[src/oag_pkg.sv]
// Purpose: shared types, constants and decode helpers of the operand address generator
// Assumes: one opcode at a time, index registers held stable by the core while busy
// Notes:   opcode families below are the encoding this core uses
//
// How it works
// RULE1: seventeen modes grouped into seven families
// RULE2: short forms reach page zero only; here M_IDX_SHORT and M_INDIDX_SHORT reach up to 1fe
// RULE3: memory-to-memory opcodes decode short forms only; here NIB_RMW_IDX0 decodes to M_IDX_NONE
// RULE4: inherent is one byte, no operand fetch
// RULE5: immediate is opcode plus one value byte
// RULE6: short direct fetches one page-zero address byte
// RULE7: long direct fetches a two-byte address
// RULE8: indexed address is index plus offset, unsigned
// RULE9: no-offset indexed uses index alone
// RULE10: short indexed reaches 00 through 1fe
// RULE11: long indexed adds index to word offset
// RULE12: short indirect reads one pointer byte
// RULE13: long indirect reads a pointer word
// RULE14: branch base is the next instruction address
// RULE15: branch adds signed eight-bit displacement
// RULE16: short indirect indexed adds index to pointer
// RULE17: prebyte 90 swaps first index for second
// RULE18: words high byte first, consecutive locations
// RULE19: length counts prebyte, opcode and operands
package oag_pkg;

  localparam logic [7:0]  PAGE_ZERO_HI         = 8'h00;
  localparam logic [7:0]  SECOND_INDEX_PREBYTE = 8'h90;
  localparam logic [15:0] RESET_ADDR           = 16'h0000;
  localparam logic [15:0] NEXT_BYTE            = 16'h0001;
  localparam logic [2:0]  OPCODE_LEN           = 3'h1;

  // opcode high nibble families
  localparam logic [3:0] NIB_BIT_REL   = 4'h0;
  localparam logic [3:0] NIB_BIT       = 4'h1;
  localparam logic [3:0] NIB_REL       = 4'h2;
  localparam logic [3:0] NIB_RMW_DIR   = 4'h3;
  localparam logic [3:0] NIB_RMW_IDX1  = 4'h6;
  localparam logic [3:0] NIB_RMW_IDX0  = 4'h7;
  localparam logic [3:0] NIB_IMM       = 4'ha;
  localparam logic [3:0] NIB_DIR_SHORT = 4'hb;
  localparam logic [3:0] NIB_DIR_LONG  = 4'hc;
  localparam logic [3:0] NIB_IDX_LONG  = 4'hd;
  localparam logic [3:0] NIB_IDX_SHORT = 4'he;
  localparam logic [3:0] NIB_IDX_NONE  = 4'hf;

  typedef enum logic [4:0] {
    M_INHERENT, M_IMMEDIATE,
    M_DIR_SHORT, M_DIR_LONG,
    M_IDX_NONE, M_IDX_SHORT, M_IDX_LONG,
    M_IND_SHORT, M_IND_LONG,
    M_INDIDX_SHORT, M_INDIDX_LONG,
    M_REL_DIRECT, M_REL_INDIRECT,
    M_BIT_DIRECT, M_BIT_INDIRECT,
    M_BITREL_DIRECT, M_BITREL_INDIRECT
  } oag_mode_e;

  typedef enum logic [1:0] {ST_IDLE, ST_OPND, ST_PTR, ST_CALC} oag_state_e;

  typedef struct packed {
    oag_mode_e   mode;
    logic [2:0]  len;
    logic [15:0] ea;
    logic [7:0]  imm;
    logic [15:0] next_pc;
    logic [15:0] target;
  } oag_result_s;

  // bytes that follow the opcode
  function automatic logic [1:0] operand_bytes(input oag_mode_e m);
    unique case (m)
      M_INHERENT, M_IDX_NONE:                  operand_bytes = 2'h0;
      M_DIR_LONG, M_IDX_LONG,
      M_BITREL_DIRECT, M_BITREL_INDIRECT:      operand_bytes = 2'h2;
      default:                                 operand_bytes = 2'h1;
    endcase
  endfunction

  // pointer bytes read from page zero
  function automatic logic [1:0] pointer_bytes(input oag_mode_e m);
    unique case (m)
      M_IND_LONG, M_INDIDX_LONG:               pointer_bytes = 2'h2;
      M_IND_SHORT, M_INDIDX_SHORT, M_REL_INDIRECT,
      M_BIT_INDIRECT, M_BITREL_INDIRECT:       pointer_bytes = 2'h1;
      default:                                 pointer_bytes = 2'h0;
    endcase
  endfunction

endpackage

[src/oag_core.sv]
// Purpose: fetches operand bytes and pointers, forms effective address and length
// Assumes: memory answers a held request with a one-cycle mem_ack and data
// Notes:   one instruction at a time; start is ignored while busy
`timescale 1ns/1ns
module oag_core
(
  input  wire logic                core_clk,
  input  wire logic                nrst,
  input  wire logic                start,
  input  wire logic         [7:0]  opcode,
  input  wire logic         [15:0] opcode_pc,
  input  wire logic                prebyte_valid,
  input  wire logic         [7:0]  prebyte,
  input  wire logic                indirect_sel,
  input  wire logic         [7:0]  index_x,
  input  wire logic         [7:0]  index_y,
  output logic                     busy,
  output logic                     mem_req,
  output logic              [15:0] mem_addr,
  input  wire logic                mem_ack,
  input  wire logic         [7:0]  mem_rdata,
  output logic                     done,
  output oag_pkg::oag_result_s     result
);

  oag_pkg::oag_state_e state;
  oag_pkg::oag_mode_e  mode;
  oag_pkg::oag_mode_e  dec_mode;
  logic [15:0]         pc_q;
  logic [7:0]          idx_q;
  logic                pre_q;
  logic [7:0]          byte0;
  logic [7:0]          byte1;
  logic [7:0]          ptr0;
  logic [7:0]          ptr1;
  logic [1:0]          opnd_cnt;
  logic [1:0]          ptr_cnt;

  oag_mode_decode u_decode
  (
    .opcode       (opcode),
    .indirect_sel (indirect_sel),
    .mode         (dec_mode)
  );

  wire logic        accept     = start && (state == oag_pkg::ST_IDLE);
  wire logic        use_y      = prebyte_valid && (prebyte == oag_pkg::SECOND_INDEX_PREBYTE);
  wire logic [1:0]  dec_opnd   = oag_pkg::operand_bytes(dec_mode);
  wire logic [1:0]  opnd_total = oag_pkg::operand_bytes(mode);
  wire logic [1:0]  ptr_total  = oag_pkg::pointer_bytes(mode);
  wire logic        opnd_last  = mem_ack && (opnd_cnt + 2'h1 == opnd_total);
  wire logic        ptr_last   = mem_ack && (ptr_cnt + 2'h1 == ptr_total);
  wire logic [7:0]  ptr_loc    = (opnd_cnt == 2'h0) ? mem_rdata : byte0;

  // length: prebyte, opcode and operand bytes
  wire logic [2:0]  len_w      = oag_pkg::OPCODE_LEN + {2'h0, pre_q} + {1'b0, opnd_total}; // RULE19
  wire logic [15:0] next_pc_w  = pc_q + {13'h0000, len_w};                               // RULE14

  wire logic [15:0] index16    = {8'h00, idx_q};
  wire logic [15:0] dir_byte   = {oag_pkg::PAGE_ZERO_HI, byte0};  // RULE2
  wire logic [15:0] dir_word   = {byte0, byte1};                  // RULE18
  wire logic [15:0] ptr_byte   = {oag_pkg::PAGE_ZERO_HI, ptr0};
  wire logic [15:0] ptr_word   = {ptr0, ptr1};                    // RULE18

  // every source is an argument, so the assigns below follow each byte as it lands
  function automatic logic [15:0] ea_select(input oag_pkg::oag_mode_e m,
                                            input logic [15:0]     db,
                                            input logic [15:0]     dw,
                                            input logic [15:0]     pb,
                                            input logic [15:0]     pw,
                                            input logic [15:0]     ix);
    unique case (m)
      oag_pkg::M_DIR_SHORT:       ea_select = db;                   // RULE6
      oag_pkg::M_DIR_LONG:        ea_select = dw;                   // RULE7
      oag_pkg::M_IDX_NONE:        ea_select = ix;                   // RULE9
      oag_pkg::M_IDX_SHORT:       ea_select = db + ix;              // RULE8 RULE10
      oag_pkg::M_IDX_LONG:        ea_select = dw + ix;              // RULE11
      oag_pkg::M_IND_SHORT:       ea_select = pb;                   // RULE12
      oag_pkg::M_IND_LONG:        ea_select = pw;                   // RULE13
      oag_pkg::M_INDIDX_SHORT:    ea_select = pb + ix;              // RULE16
      oag_pkg::M_INDIDX_LONG:     ea_select = pw + ix;
      oag_pkg::M_BIT_DIRECT,
      oag_pkg::M_BITREL_DIRECT:   ea_select = db;
      oag_pkg::M_BIT_INDIRECT,
      oag_pkg::M_BITREL_INDIRECT: ea_select = pb;
      default:                    ea_select = oag_pkg::RESET_ADDR;
    endcase
  endfunction

  function automatic logic [7:0] disp_select(input oag_pkg::oag_mode_e m,
                                             input logic [7:0]      b0,
                                             input logic [7:0]      b1,
                                             input logic [7:0]      p0);
    unique case (m)
      oag_pkg::M_REL_DIRECT:      disp_select = b0;
      oag_pkg::M_REL_INDIRECT:    disp_select = p0;                 // RULE15
      oag_pkg::M_BITREL_DIRECT,
      oag_pkg::M_BITREL_INDIRECT: disp_select = b1;
      default:                    disp_select = 8'h00;
    endcase
  endfunction

  wire logic [15:0] ea_w     = ea_select(mode, dir_byte, dir_word, ptr_byte, ptr_word, index16);
  wire logic [7:0]  disp_w   = disp_select(mode, byte0, byte1, ptr0);
  wire logic [15:0] target_w = next_pc_w + {{8{disp_w[7]}}, disp_w};  // RULE14 RULE15

  wire oag_pkg::oag_result_s next_result = '{
    mode:    mode,
    len:     len_w,
    ea:      ea_w,
    imm:     byte0,                                                 // RULE5
    next_pc: next_pc_w,
    target:  target_w
  };

  // sequencer
  always_ff @(posedge core_clk)
  begin
    if (!nrst)
      state <= oag_pkg::ST_IDLE;
    else
      unique case (state)
        oag_pkg::ST_IDLE:
          if (accept)
            state <= (dec_opnd == 2'h0) ? oag_pkg::ST_CALC : oag_pkg::ST_OPND;  // RULE4
        oag_pkg::ST_OPND:
          if (opnd_last)
            state <= (ptr_total == 2'h0) ? oag_pkg::ST_CALC : oag_pkg::ST_PTR;
        oag_pkg::ST_PTR:
          if (ptr_last)
            state <= oag_pkg::ST_CALC;
        oag_pkg::ST_CALC:
          state <= oag_pkg::ST_IDLE;
      endcase
  end

  // memory request and address
  always_ff @(posedge core_clk)
  begin
    if (!nrst)
    begin
      mem_req  <= 1'b0;
      mem_addr <= oag_pkg::RESET_ADDR;
    end
    else if (accept)
    begin
      mem_req  <= (dec_opnd != 2'h0);
      mem_addr <= opcode_pc + oag_pkg::NEXT_BYTE;                   // RULE19
    end
    else if (state == oag_pkg::ST_OPND && mem_ack)
    begin
      mem_req  <= !opnd_last || (ptr_total != 2'h0);
      mem_addr <= opnd_last ? {oag_pkg::PAGE_ZERO_HI, ptr_loc}      // RULE2 RULE12 RULE13
                            : mem_addr + oag_pkg::NEXT_BYTE;
    end
    else if (state == oag_pkg::ST_PTR && mem_ack)
    begin
      mem_req  <= !ptr_last;
      mem_addr <= mem_addr + oag_pkg::NEXT_BYTE;                    // RULE18
    end
  end

  // instruction context latched on accept
  always_ff @(posedge core_clk)
  begin
    if (!nrst)
    begin
      mode  <= oag_pkg::M_INHERENT;
      pc_q  <= oag_pkg::RESET_ADDR;
      idx_q <= 8'h00;
      pre_q <= 1'b0;
    end
    else if (accept)
    begin
      mode  <= dec_mode;                                            // RULE1
      pc_q  <= opcode_pc;
      idx_q <= use_y ? index_y : index_x;                           // RULE17
      pre_q <= prebyte_valid || indirect_sel;                       // RULE19
    end
  end

  // operand and pointer bytes, high byte first
  always_ff @(posedge core_clk)
  begin
    if (!nrst || accept)
    begin
      byte0    <= 8'h00;
      byte1    <= 8'h00;
      ptr0     <= 8'h00;
      ptr1     <= 8'h00;
      opnd_cnt <= 2'h0;
      ptr_cnt  <= 2'h0;
    end
    else if (state == oag_pkg::ST_OPND && mem_ack)
    begin
      opnd_cnt <= opnd_cnt + 2'h1;
      if (opnd_cnt == 2'h0)
        byte0 <= mem_rdata;
      else
        byte1 <= mem_rdata;                                         // RULE18
    end
    else if (state == oag_pkg::ST_PTR && mem_ack)
    begin
      ptr_cnt <= ptr_cnt + 2'h1;
      if (ptr_cnt == 2'h0)
        ptr0 <= mem_rdata;
      else
        ptr1 <= mem_rdata;                                          // RULE18
    end
  end

  // result and status outputs
  always_ff @(posedge core_clk)
  begin
    if (!nrst)
    begin
      busy   <= 1'b0;
      done   <= 1'b0;
      result <= '0;
    end
    else
    begin
      busy <= accept || (busy && state != oag_pkg::ST_CALC);
      done <= (state == oag_pkg::ST_CALC);
      if (state == oag_pkg::ST_CALC)
        result <= next_result;                                      // RULE19
    end
  end
endmodule

[src/oag_mode_decode.sv]
// Purpose: maps an opcode and the indirect select onto one addressing mode
// Assumes: indirect_sel is the core's indirect_sel input, passed through unchanged
// Notes:   purely combinational
`timescale 1ns/1ns
module oag_mode_decode
(
  input  wire logic        [7:0] opcode,
  input  wire logic              indirect_sel,
  output oag_pkg::oag_mode_e     mode
);

  wire logic [3:0] nib = opcode[7:4];

  // memory-to-memory families decode to short forms, except NIB_RMW_IDX0, which decodes to M_IDX_NONE
  wire oag_pkg::oag_mode_e short_dir = indirect_sel ? oag_pkg::M_IND_SHORT    // RULE3
                                                    : oag_pkg::M_DIR_SHORT;
  wire oag_pkg::oag_mode_e short_idx = indirect_sel ? oag_pkg::M_INDIDX_SHORT // RULE3
                                                    : oag_pkg::M_IDX_SHORT;

  always_comb
  begin
    unique case (nib)
      oag_pkg::NIB_BIT_REL:   mode = indirect_sel ? oag_pkg::M_BITREL_INDIRECT
                                                  : oag_pkg::M_BITREL_DIRECT;
      oag_pkg::NIB_BIT:       mode = indirect_sel ? oag_pkg::M_BIT_INDIRECT
                                                  : oag_pkg::M_BIT_DIRECT;
      oag_pkg::NIB_REL:       mode = indirect_sel ? oag_pkg::M_REL_INDIRECT
                                                  : oag_pkg::M_REL_DIRECT;
      oag_pkg::NIB_RMW_DIR:   mode = short_dir;
      oag_pkg::NIB_RMW_IDX1:  mode = short_idx;
      oag_pkg::NIB_RMW_IDX0:  mode = oag_pkg::M_IDX_NONE;
      oag_pkg::NIB_IMM:       mode = oag_pkg::M_IMMEDIATE;
      oag_pkg::NIB_DIR_SHORT: mode = short_dir;
      oag_pkg::NIB_DIR_LONG:  mode = indirect_sel ? oag_pkg::M_IND_LONG
                                                  : oag_pkg::M_DIR_LONG;
      oag_pkg::NIB_IDX_LONG:  mode = indirect_sel ? oag_pkg::M_INDIDX_LONG
                                                  : oag_pkg::M_IDX_LONG;
      oag_pkg::NIB_IDX_SHORT: mode = short_idx;
      oag_pkg::NIB_IDX_NONE:  mode = oag_pkg::M_IDX_NONE;
      default:                mode = oag_pkg::M_INHERENT; // RULE4
    endcase
  end

endmodule

[config.mk]
export PLATFORM = sky130hd
export DESIGN_NAME = oag_core
export DESIGN_NICKNAME = d
export VERILOG_FILES = /design/src/oag_pkg.sv /design/src/oag_core.sv /design/src/oag_mode_decode.sv
export SDC_FILE = /design/constraint.sdc
export NUM_CORES = 1
export LEC_CHECK = 0
export ABC_AREA = 1
export BUFFER_PORTS_ARGS = -buffer_cell sky130_fd_sc_hd__buf_2
export CAP_MARGIN = 30
export CELL_PAD_IN_SITES_DETAIL_PLACEMENT = 1
export CELL_PAD_IN_SITES_GLOBAL_PLACEMENT = 1
export CORE_UTILIZATION = 40
export DETAILED_ROUTE_END_ITERATION = 12
export GPL_ROUTABILITY_DRIVEN = 0
export GPL_TIMING_DRIVEN = 0
export PLACE_DENSITY_LB_ADDON = 0.1
export SLEW_MARGIN = 10
export SYNTH_ARGS = -nofsm -noshare
export SYNTH_HDL_FRONTEND = slang
export SYNTH_SLANG_ARGS = --single-unit
[constraint.sdc]
create_clock -name core_clk -period 3.9 [get_ports core_clk]
set_input_delay 0.585 -clock core_clk [delete_from_list [all_inputs] [get_ports core_clk]]
set_output_delay 0.585 -clock core_clk [all_outputs]
set_load 0.02 [all_outputs]
==> results of run 1 <==
## layout make-up
cell class / instances / area, um^2
inverter: 201 / 757
multi-input combinational: 1035 / 5800
timing repair buffer: 144 / 733
clock inverter: 14 / 156
fill: 3110 / 11400
tap: 313 / 392
sequential: 151 / 3040
clock buffer: 18 / 429
buffer: 46 / 199
## power groups by stage
stage / Combinational (mW) / Sequential (mW) / Clock, mW
final: 2.03 / 2.00 / 1.69
after global placement: 1.87 / 2.00 / 0
after global routing: 2.24 / 2.02 / 1.76
after detailed placement: 1.91 / 2.01 / 0
after floorplan: 1.16 / 2.09 / 0
after CTS: 1.96 / 1.98 / 1.71
## routing by layer
layer | vias to the layer above | global-route usage, %
met1 | 4959 | 39.6
met2 | 275 | 48.1
met5 | - | 0
li1 | 5063 | -
met3 | 51 | 3.31
met4 | 0 | 8.08
## cells in the final DEF (no fill, tap or decap), types with 15 or more instances in the layout
cell	Yosys	routed
nor2_1	114	105
nor3_1	20	18
clkbuf_1	30	31
xor2_1	21	15
nand2_1	333	328
buf_2	9	148
nand2_2	12	16
o22ai_1	34	34
inv_1	187	183
o21ai_0	154	152
nand3_1	79	74
inv_2	13	16
a21oi_1	113	107
dfxtp_1	151	146
clkbuf_16	0	17
ha_1	45	36
## cell families (layout without fill, tap and decap cells)
| family | count (synthesis) | count (layout) | synth area share, % |
|---|---|---|---|
| AOI/OAI and AO/OA | 367 | 367 | 21.8 |
| xor gates and xnor gates | 26 | 26 | 2.41 |
| adders and majority gates | 49 | 49 | 6.81 |
| buffers and inverters | 247 | 423 | 10.1 |
| DFF | 151 | 151 | 32.0 |
| and+or+nand+nor | 593 | 593 | 26.9 |
## critical path, stage by stage, from the launching register on
cell,delay (ns)
dfxtp_4,0.42
nor2_4,0.05
nand2_2,0.09
inv_2,0.07
nand2_1,0.12
nand3_2,0.12
ha_4,0.31
inv_1,0.05
ha_2,0.18
fa_2,0.35
nand2_1,0.08
a21oi_2,0.06
nand2_2,0.11
inv_4,0.06
nor2_2,0.12
ha_1,0.31
a21oi_1,0.21
o21ai_0,0.15
nand2_1,0.12
nand3_2,0.12
a21o_1,0.19
a21oi_1,0.12
o21ai_0,0.10
nand2_1,0.06
inv_1,0.04
## worst paths after layout
check | from | end | slack (ns)
worst max register to register | mode[1] | result[13] | 0.20
worst min register to register | busy | busy | 0.44
worst min-delay path | busy | busy | 0.44
worst max-delay path | mode[1] | result[13] | 0.20
## flip-flops by register name, indices dropped and copies added (netlist names), 2 cells and up
signal / flops
pc_q: 16
state: 2
idx_q: 8
byte0: 8
ptr1: 8
result: 64
ptr_cnt: 2
ptr0: 8
opnd_cnt: 2
byte1: 8
mode: 5
mem_addr: 16
## per-stage QoR
| step | utilization, % | cell area [um^2] | TNS, ns | hold slack [ns] | setup WS (ns) |
|---|---|---|---|---|---|
| 5_1_grt | 50.2 | 11500 | -0.249 | 0.465 | -0.0831 |
| 6_report | 50.2 | 11500 | 0 | 0.441 | 0.195 |
| 2_1_floorplan | - | 9450 | 0 | 0.433 | 0.328 |
| 3_5_place_dp | 46.0 | 10500 | -1.73 | 0.427 | -0.410 |
| 3_3_place_gp | 46.0 | 10500 | -1.20 | 0.425 | -0.328 |
| 4_1_cts | 49.0 | 11200 | 0 | 0.445 | 0.0194 |
## timing repair
action / in CTS / in global routing
endpoints found under the hold margin: 0 / 0
resized for setup: 25 / 51
pin swaps: 6 / 7
buffers inserted: 2 / 3
cloned: 0 / 0
hold buffers: 0 / 0
setup endpoints to repair: 8 / 9
==> flow_summary_export.csv, run 1 <==
group,metric,value,unit
clock_tree,cts_tree,"built",
synth,synth_nets,1544,
synth,async_flop_share,0,%
timing,drv_slew,0,
placed_design,dp_cells,1885,
power,power,5.72,mW
final_layout,syn2layout_area_growth,21.8,%
timing,fin_crit,3.70,ns
critical_path,reg2reg_depth,24,
critical_path,cp_max_fo,7,
grt,grt_usage,29.0,%
grt,antenna_found_initial,0,
critical_path,start_kind,"flop",
critical_path,crit_arrival,4.04,ns
synth,yosysMostFrequentCell,"nand2_1",
hold_path,timing.hold.worst.class,"flop to flop",
floorplan,core,22900,um^2
clock_tree,cts_made_buffers,17,
clock_tree,htree_levels,4,
routing,drt-pass1-iter-count,5,
routing,viasPerCell,5.38,
power,power.switching,2.39,mW
floorplan,top_level_ports,145,
floorplan,initial_core_util,41.2,%
routing,wl_per_cell,18.3,um
synth,syn_avg_cell_area,6.59,um^2
floorplan,die_h,156,um
power,power_leakage,5.35,nW
synth,yosys_register_bits,151,
critical_path,worstSetupPathType,"flop to flop",
hold_path,min_path_cells,2,
synth,synth_area,9450,um^2
grt,first_global_vias,10109,
final_layout,drive_gt1_share,18.0,%
routing,top_layer,"met4",
synth,yosys_warnings,0,
routing,wl_met2,16.1,mm
timing,tightest_slew,0.959,ns
grt,gr-total-overflow,0,
status,status,"completed",
critical_path,cp-end-kind,"flop",
routing,dr_total_vias,10348,
power,power_density,497,nW/um^2
synth,yosys.cell_types.count,48,
timing,max_slew_margin,36.1,%
clock_tree,clk_latency,0.43,ns
power,pwr-share-seq,34.9,%
grt,grt_pass1_wl,54.4,mm
timing,fin_worst_skew,0.0123,ns
routing,m1WireLength,16.6,mm
timing,setup_viol,0,
synth,synthTopCellsByArea,"dfxtp_1 32%, nand2_1 13%, o21ai_0 8.2%, inv_1 7.4%, a21oi_1 6.0%",
synth,syn_inst,1433,
timing,finalHoldViolCount,0,
routing,ant_nets,0,
placed_design,dp_hpwl,27.1,mm
final_layout,final_nets,1707,
timing,max_freq,0.270,GHz
synth,ys.flop_type,"dfxtp_1",
final_layout,final_cell_count_no_fill,1922,
routing,drtIter0Drc,563,
clock_tree,clk_pin_slew,0.07,ns
timing,fin_crit_sh,95.0,%
synth,synthTopCellsByCount,"333 x nand2_1, 187 x inv_1, 154 x o21ai_0",
routing,dr_wl_met3,1.63,mm
floorplan,die_width,156,um
synth,synth_edf_count,0,
synth,yosys.area.top_type,"dfxtp_1",
clock_tree,ctsLongestPathBuffers,2,
power,pwr-share-clk,29.6,%
power,peakVddDrop,0.000261,V
synth,synth_seq_area_share,32.0,%
clock_tree,cts-root-buf,"clkbuf_16",
clock_tree,cts.sink_count,151,
run,maxCapViolCount,0,
final_layout,antenna_cells,0,
synth,synth_top_area_share,32.0,%
routing,drt-total-wl,35.2,mm
grt,grt_max_degree,17,
power,p_sw_share,41.8,%
floorplan,die-area,24200,um^2
floorplan,rows,55,
routing,drc,0,
power,p_int,3.33,mW
critical_path,critPathRequiredTime,4.23,ns
power,p_comb_share,35.5,%
placed_design,numPortBuffers,139,
Power figures use the tool's default switching activity.
==> run 2: changes to the inputs <==
GPL_TIMING_DRIVEN = 1   (was 0)
clock period = 4 ns   (was 3.9 ns; I/O delays follow)
==> flow_summary_export.csv, run 2 (synthesis gave the netlist of run 1 again) <==
group,metric,value,unit
routing,wl_per_cell,17.3,um
power,power_leakage,5.39,nW
timing,fin_worst_skew,0.00874,ns
floorplan,rows,55,
routing,ant_nets,0,
critical_path,r2r-start,"mode[4]",
routing,drt-pass1-iter-count,4,
timing,fin_crit_sh,94.2,%
critical_path,reg2reg_to,"result[15]",
status,status,"completed",
clock_tree,cts.sink_count,151,
hold_path,hp-start,"result[43]",
grt,grt_max_degree,40,
timing,fin_crit,3.77,ns
grt,gr-total-overflow,0,
clock_tree,cts_tree,"built",
final_layout,layout_common_cells,"330 x nand2_1, 185 x inv_1, 151 x o21ai_0, 148 x dfxtp_1, 140 x buf_2",
clock_tree,htree_levels,4,
routing,drt-total-wl,32.9,mm
timing,max_freq,0.265,GHz
final_layout,finalInstanceArea,11400,um^2
placed_design,dp_slack,-0.0679,ns
routing,dr_total_vias,10043,
critical_path,worstSetupPathType,"flop to flop",
critical_path,cp-end-kind,"flop",
run,maxCapViolCount,0,
final_layout,fill_cells,3085,
critical_path,critPathRequiredTime,4.33,ns
routing,drc,0,
critical_path,cp_max_fo,7,
clock_tree,cts_made_buffers,17,
timing,finalHoldViolCount,0,
final_layout,final_common_cell,"nand2_1",
final_layout,syn2layout_area_growth,21.1,%
hold_path,timing.hold.worst.class,"flop to flop",
placed_design,dp_hpwl,24.9,mm
floorplan,initial_core_util,41.2,%
clock_tree,ctsLongestPathBuffers,2,
clock_tree,clk_latency,0.44,ns
timing,tightest_slew,0.878,ns
critical_path,crit_arrival,4.10,ns
timing,finalWorstSetupSlack,0.233,ns
timing,drv_slew,0,
final_layout,top_register,"result",
final_layout,largestRegisters,"result: 64 flops, mem_addr: 16 flops, pc_q: 16 flops",
power,power,5.58,mW
final_layout,largest_register_ffs,64,
grt,antenna_found_initial,1,
critical_path,start_kind,"flop",
grt,grt_usage,27.5,%
floorplan,core,22900,um^2
placed_design,placedInstanceArea,10600,um^2
floorplan,die_width,156,um
power,power_density,488,nW/um^2
grt,grt_pass1_wl,52.1,mm
routing,viasPerCell,5.28,
floorplan,top_level_ports,145,
floorplan,die-area,24200,um^2
floorplan,die_h,156,um
hold_path,min_to,"result[43]",
critical_path,reg2reg_depth,27,
placed_design,numPortBuffers,140,
clock_tree,clk_pin_slew,0.06,ns
grt,first_global_vias,9859,
timing,max_slew_margin,41.2,%
routing,drtIter0Drc,519,
final_layout,final_nets,1689,
hold_path,min_path_cells,2,
critical_path,r2r_setup_slack,0.23,ns
clock_tree,cts-root-buf,"clkbuf_16",
timing,setup_viol,0,
final_layout,drive_gt1_share,18.4,%
timing,fin_tns_setup,0,ns
power,peakVddDrop,0.000283,V
run 2: cell types whose count changed in the layout (fill, tap and decap cells not counted), moves of 3 or more:
cell	change
nor2_2	+3
nor2_4	-3
buf_1	-4
buf_2	-8
inv_6	-5
buf_4	+25
clkbuf_8	+3
inv_8	-4
clkbuf_1	-29
dfxtp_4	-3
run 2: how the worst max path moves through the flow:
stage                 start         end  slack [ns]  depth (start not counted)
finish              mode[4]  result[15]        0.23                         27
global placement    mode[1]  result[11]        0.04                         22
floorplan           mode[1]  result[13]        0.43                         23
CTS                 mode[3]  result[14]        0.01                         26
global route        mode[4]  result[15]       -0.09                         27
detailed placement  mode[1]  result[15]       -0.07                         24
run 2: cell type report:
type                    count  area [um^2]  area share (%)
flip-flops and latches    151         3030            26.5
clock inverters             8          123            1.07
inverters                 201          757            6.62
multi-input cells        1035         5730            50.0
repair buffers            172          941            8.22
well taps                 313          392            3.42
clock buffers              22          474            4.14
diodes                      1         2.50          0.0219
run 2: timing repair:
action	in CTS	in global routing
hold buffers	0	0
pin swaps	0	11
resized for setup	4	51
setup endpoints to repair	6	10
buffers inserted	0	1
run 2: metal layers:
metal	GRT usage, %	up-vias	share of wire (%)
met5	0	-	0.040
met4	8.50	2	2.0
met3	4.72	46	4.4
met2	45.2	218	46
met1	36.8	4753	47
li1	-	5024	-
run 2: metrics by stage:
| step | instances | util [%] | hold WS (ns) |
|---|---|---|---|
| after floorplan | 1433 | - | 0.433 |
| after global placement | 1871 | 46.2 | 0.432 |
| after detailed placement | 1871 | 46.2 | 0.437 |
| after CTS | 1901 | 48.8 | 0.449 |
| after global routing | 1902 | 49.9 | 0.469 |
| final | 1903 | 49.9 | 0.448 |
run 2: worst max-delay path, stage by stage (launching register included):
cell and delay (ns):
dfxtp_2 0.33, inv_2 0.06, buf_4 0.16, nand2_2 0.09, inv_2 0.04, nand2_1 0.09
nand3_2 0.12, ha_4 0.24, inv_1 0.06, ha_2 0.19, fa_2 0.21, nand2_1 0.06
a21oi_2 0.18, nand2_2 0.12, inv_4 0.10, nand3_4 0.09, nor2_4 0.14, nand2_1 0.10
nor3_2 0.11, a21oi_1 0.10, ha_1 0.36, inv_1 0.08, nor3_1 0.23, nand2_1 0.08
nand3_1 0.11, a21oi_1 0.05, o21ai_1 0.12, inv_1 0.04
run 2: power by group:
| group | internal [mW] | leakage, nW | switching [mW] |
|---|---|---|---|
| registers | 1.72 | 1.23 | 0.215 |
| logic | 0.662 | 3.87 | 1.31 |
| clock network | 1.02 | 0.296 | 0.650 |
==> run 3: changes to the inputs <==
==> constraint.sdc (replaced) <==
create_clock -name core_clk -period 4 [get_ports core_clk]
set_input_delay 1 -clock core_clk [delete_from_list [all_inputs] [get_ports core_clk]]
set_output_delay 1 -clock core_clk [all_outputs]
set_load 0.02 [all_outputs]
==> flow_summary_export.csv, run 3 (synthesis gave the netlist of run 1 again) <==
group,metric,value,unit
floorplan,top_level_ports,145,
timing,fin_crit,3.82,ns
critical_path,cp_max_fo,6,
routing,dr_total_vias,10158,
grt,grt_usage,27.7,%
power,power_leakage,5.38,nW
routing,ant_nets,0,
placed_design,placedInstanceArea,10600,um^2
critical_path,worstSetupPathType,"flop to flop",
power,power_density,479,nW/um^2
power,peakVddDrop,0.000300,V
placed_design,dp_hpwl,25.2,mm
routing,drtIter0Drc,551,
routing,drc,0,
routing,viasPerCell,5.33,
timing,finalWorstSetupSlack,0.175,ns
final_layout,top_register,"result",
clock_tree,postCtsHoldBufs,0,
final_layout,finalInstanceArea,11400,um^2
timing,drv_slew,0,
clock_tree,ctsLongestPathBuffers,2,
critical_path,start_kind,"flop",
timing,tightest_slew,0.855,ns
routing,drt-pass1-iter-count,5,
placed_design,dp_slack,-0.145,ns
clock_tree,htree_levels,4,
clock_tree,cts-root-buf,"clkbuf_16",
routing,drt-total-wl,33.1,mm
clock_tree,clk_pin_slew,0.07,ns
grt,grt_max_degree,39,
grt,first_global_vias,10125,
final_layout,syn2layout_area_growth,21.1,%
timing,finalHoldViolCount,0,
timing,finalHoldWorstSlack,0.446,ns
clock_tree,clk_latency,0.43,ns
floorplan,die_h,156,um
final_layout,antenna_cells,0,
floorplan,core,22900,um^2
critical_path,crit_arrival,4.16,ns
final_layout,final_nets,1692,
critical_path,slowest_stage,"dfxtp_1",
final_layout,final_common_cell,"nand2_1",
placed_design,numPortBuffers,140,
timing,fin_tns_setup,0,ns
hold_path,timing.hold.worst.class,"flop to flop",
final_layout,drive_gt1_share,18.4,%
routing,wl_per_cell,17.4,um
clock_tree,cts_made_buffers,17,
run,maxCapViolCount,0,
floorplan,initial_core_util,41.2,%
critical_path,critPathRequiredTime,4.33,ns
status,status,"completed",
critical_path,cp-end-kind,"flop",
final_layout,layout_common_cells,"331 x nand2_1, 184 x inv_1, 153 x o21ai_0, 150 x dfxtp_1, 140 x buf_2",
timing,max_freq,0.261,GHz
floorplan,rows,55,
timing,fin_worst_skew,0.0108,ns
floorplan,die-area,24200,um^2
floorplan,die_width,156,um
critical_path,cpLargestDelayFamily,"simple AND/OR/NAND/NOR gates",
timing,setup_viol,0,
clock_tree,cts_tree,"built",
clock_tree,cts.sink_count,151,
grt,grt_pass1_wl,52.8,mm
critical_path,crit_buf_inv,7,
critical_path,worst_path_most_repeated_cell,"nand3_1",
critical_path,crit_path_max_incr_delay,0.35,ns
grt,gr-total-overflow,0,
timing,max_slew_margin,42.8,%
timing,fin_crit_sh,95.6,%
final_layout,largestRegisters,"result: 64 flops, mem_addr: 16 flops, pc_q: 16 flops",
final_layout,largest_register_ffs,64,
grt,antenna_found_initial,1,
run 3: through the flow:
| stage | instances | total power [mW] | util (%) |
|---|---|---|---|
| CTS | 1906 | 5.42 | 48.8 |
| floorplan | 1433 | 3.18 | - |
| detailed placement | 1874 | 3.85 | 46.3 |
| global route | 1907 | 5.82 | 49.9 |
| global placement | 1874 | 3.79 | 46.3 |
| finish | 1907 | 5.48 | 49.9 |
run 3: final cells by class:
cell class / count / area (um^2)
Inverter: 201 / 757
Timing Repair Buffer: 175 / 976
Tap cell: 313 / 392
Clock inverter: 13 / 111
Fill cell: 3138 / 11500
Multi-Input combinational cell: 1035 / 5740
Sequential cell: 151 / 3020
Clock buffer: 19 / 443
run 3: metal layers:
metal / part of all wire, % / vias up / global-route usage [%]
met3: 3.6 / 42 / 3.67
met1: 48 / 4868 / 36.6
met4: 1.9 / 2 / 7.61
li1: - / 5044 / -
met2: 47 / 202 / 47.1
met5: 0.039 / - / 0
run 3: worst min-delay path, delay by kind of cell, from the launching register on:
kind | cells | cell delay (ns)
simple gates | 2 | 0.10
flops | 1 | 0.31
run 3: path summary, 6_finish.rpt:
path	from	endpoint	slack (ns)	depth (start not counted)
setup / recovery	mode[4]	result[15]	0.18	26
hold / removal	result[47]	result[47]	0.45	2
setup reg to reg	mode[4]	result[15]	0.18	26
hold reg to reg	result[47]	result[47]	0.45	2
run 3: power breakdown:
part | leakage, nW | switching (mW) | internal, mW | total [mW]
sequential | 1.23 | 0.216 | 1.72 | 1.93
clock | 0.260 | 0.728 | 0.827 | 1.55
combinational | 3.89 | 1.32 | 0.672 | 1.99
run 3: timing repair:
item / 4_1_cts / 5_1_grt
setup buffers: 0 / 1
cloned: 0 / 0
gates resized for setup: 5 / 47
setup endpoints to repair: 4 / 9
pin swaps: 1 / 8
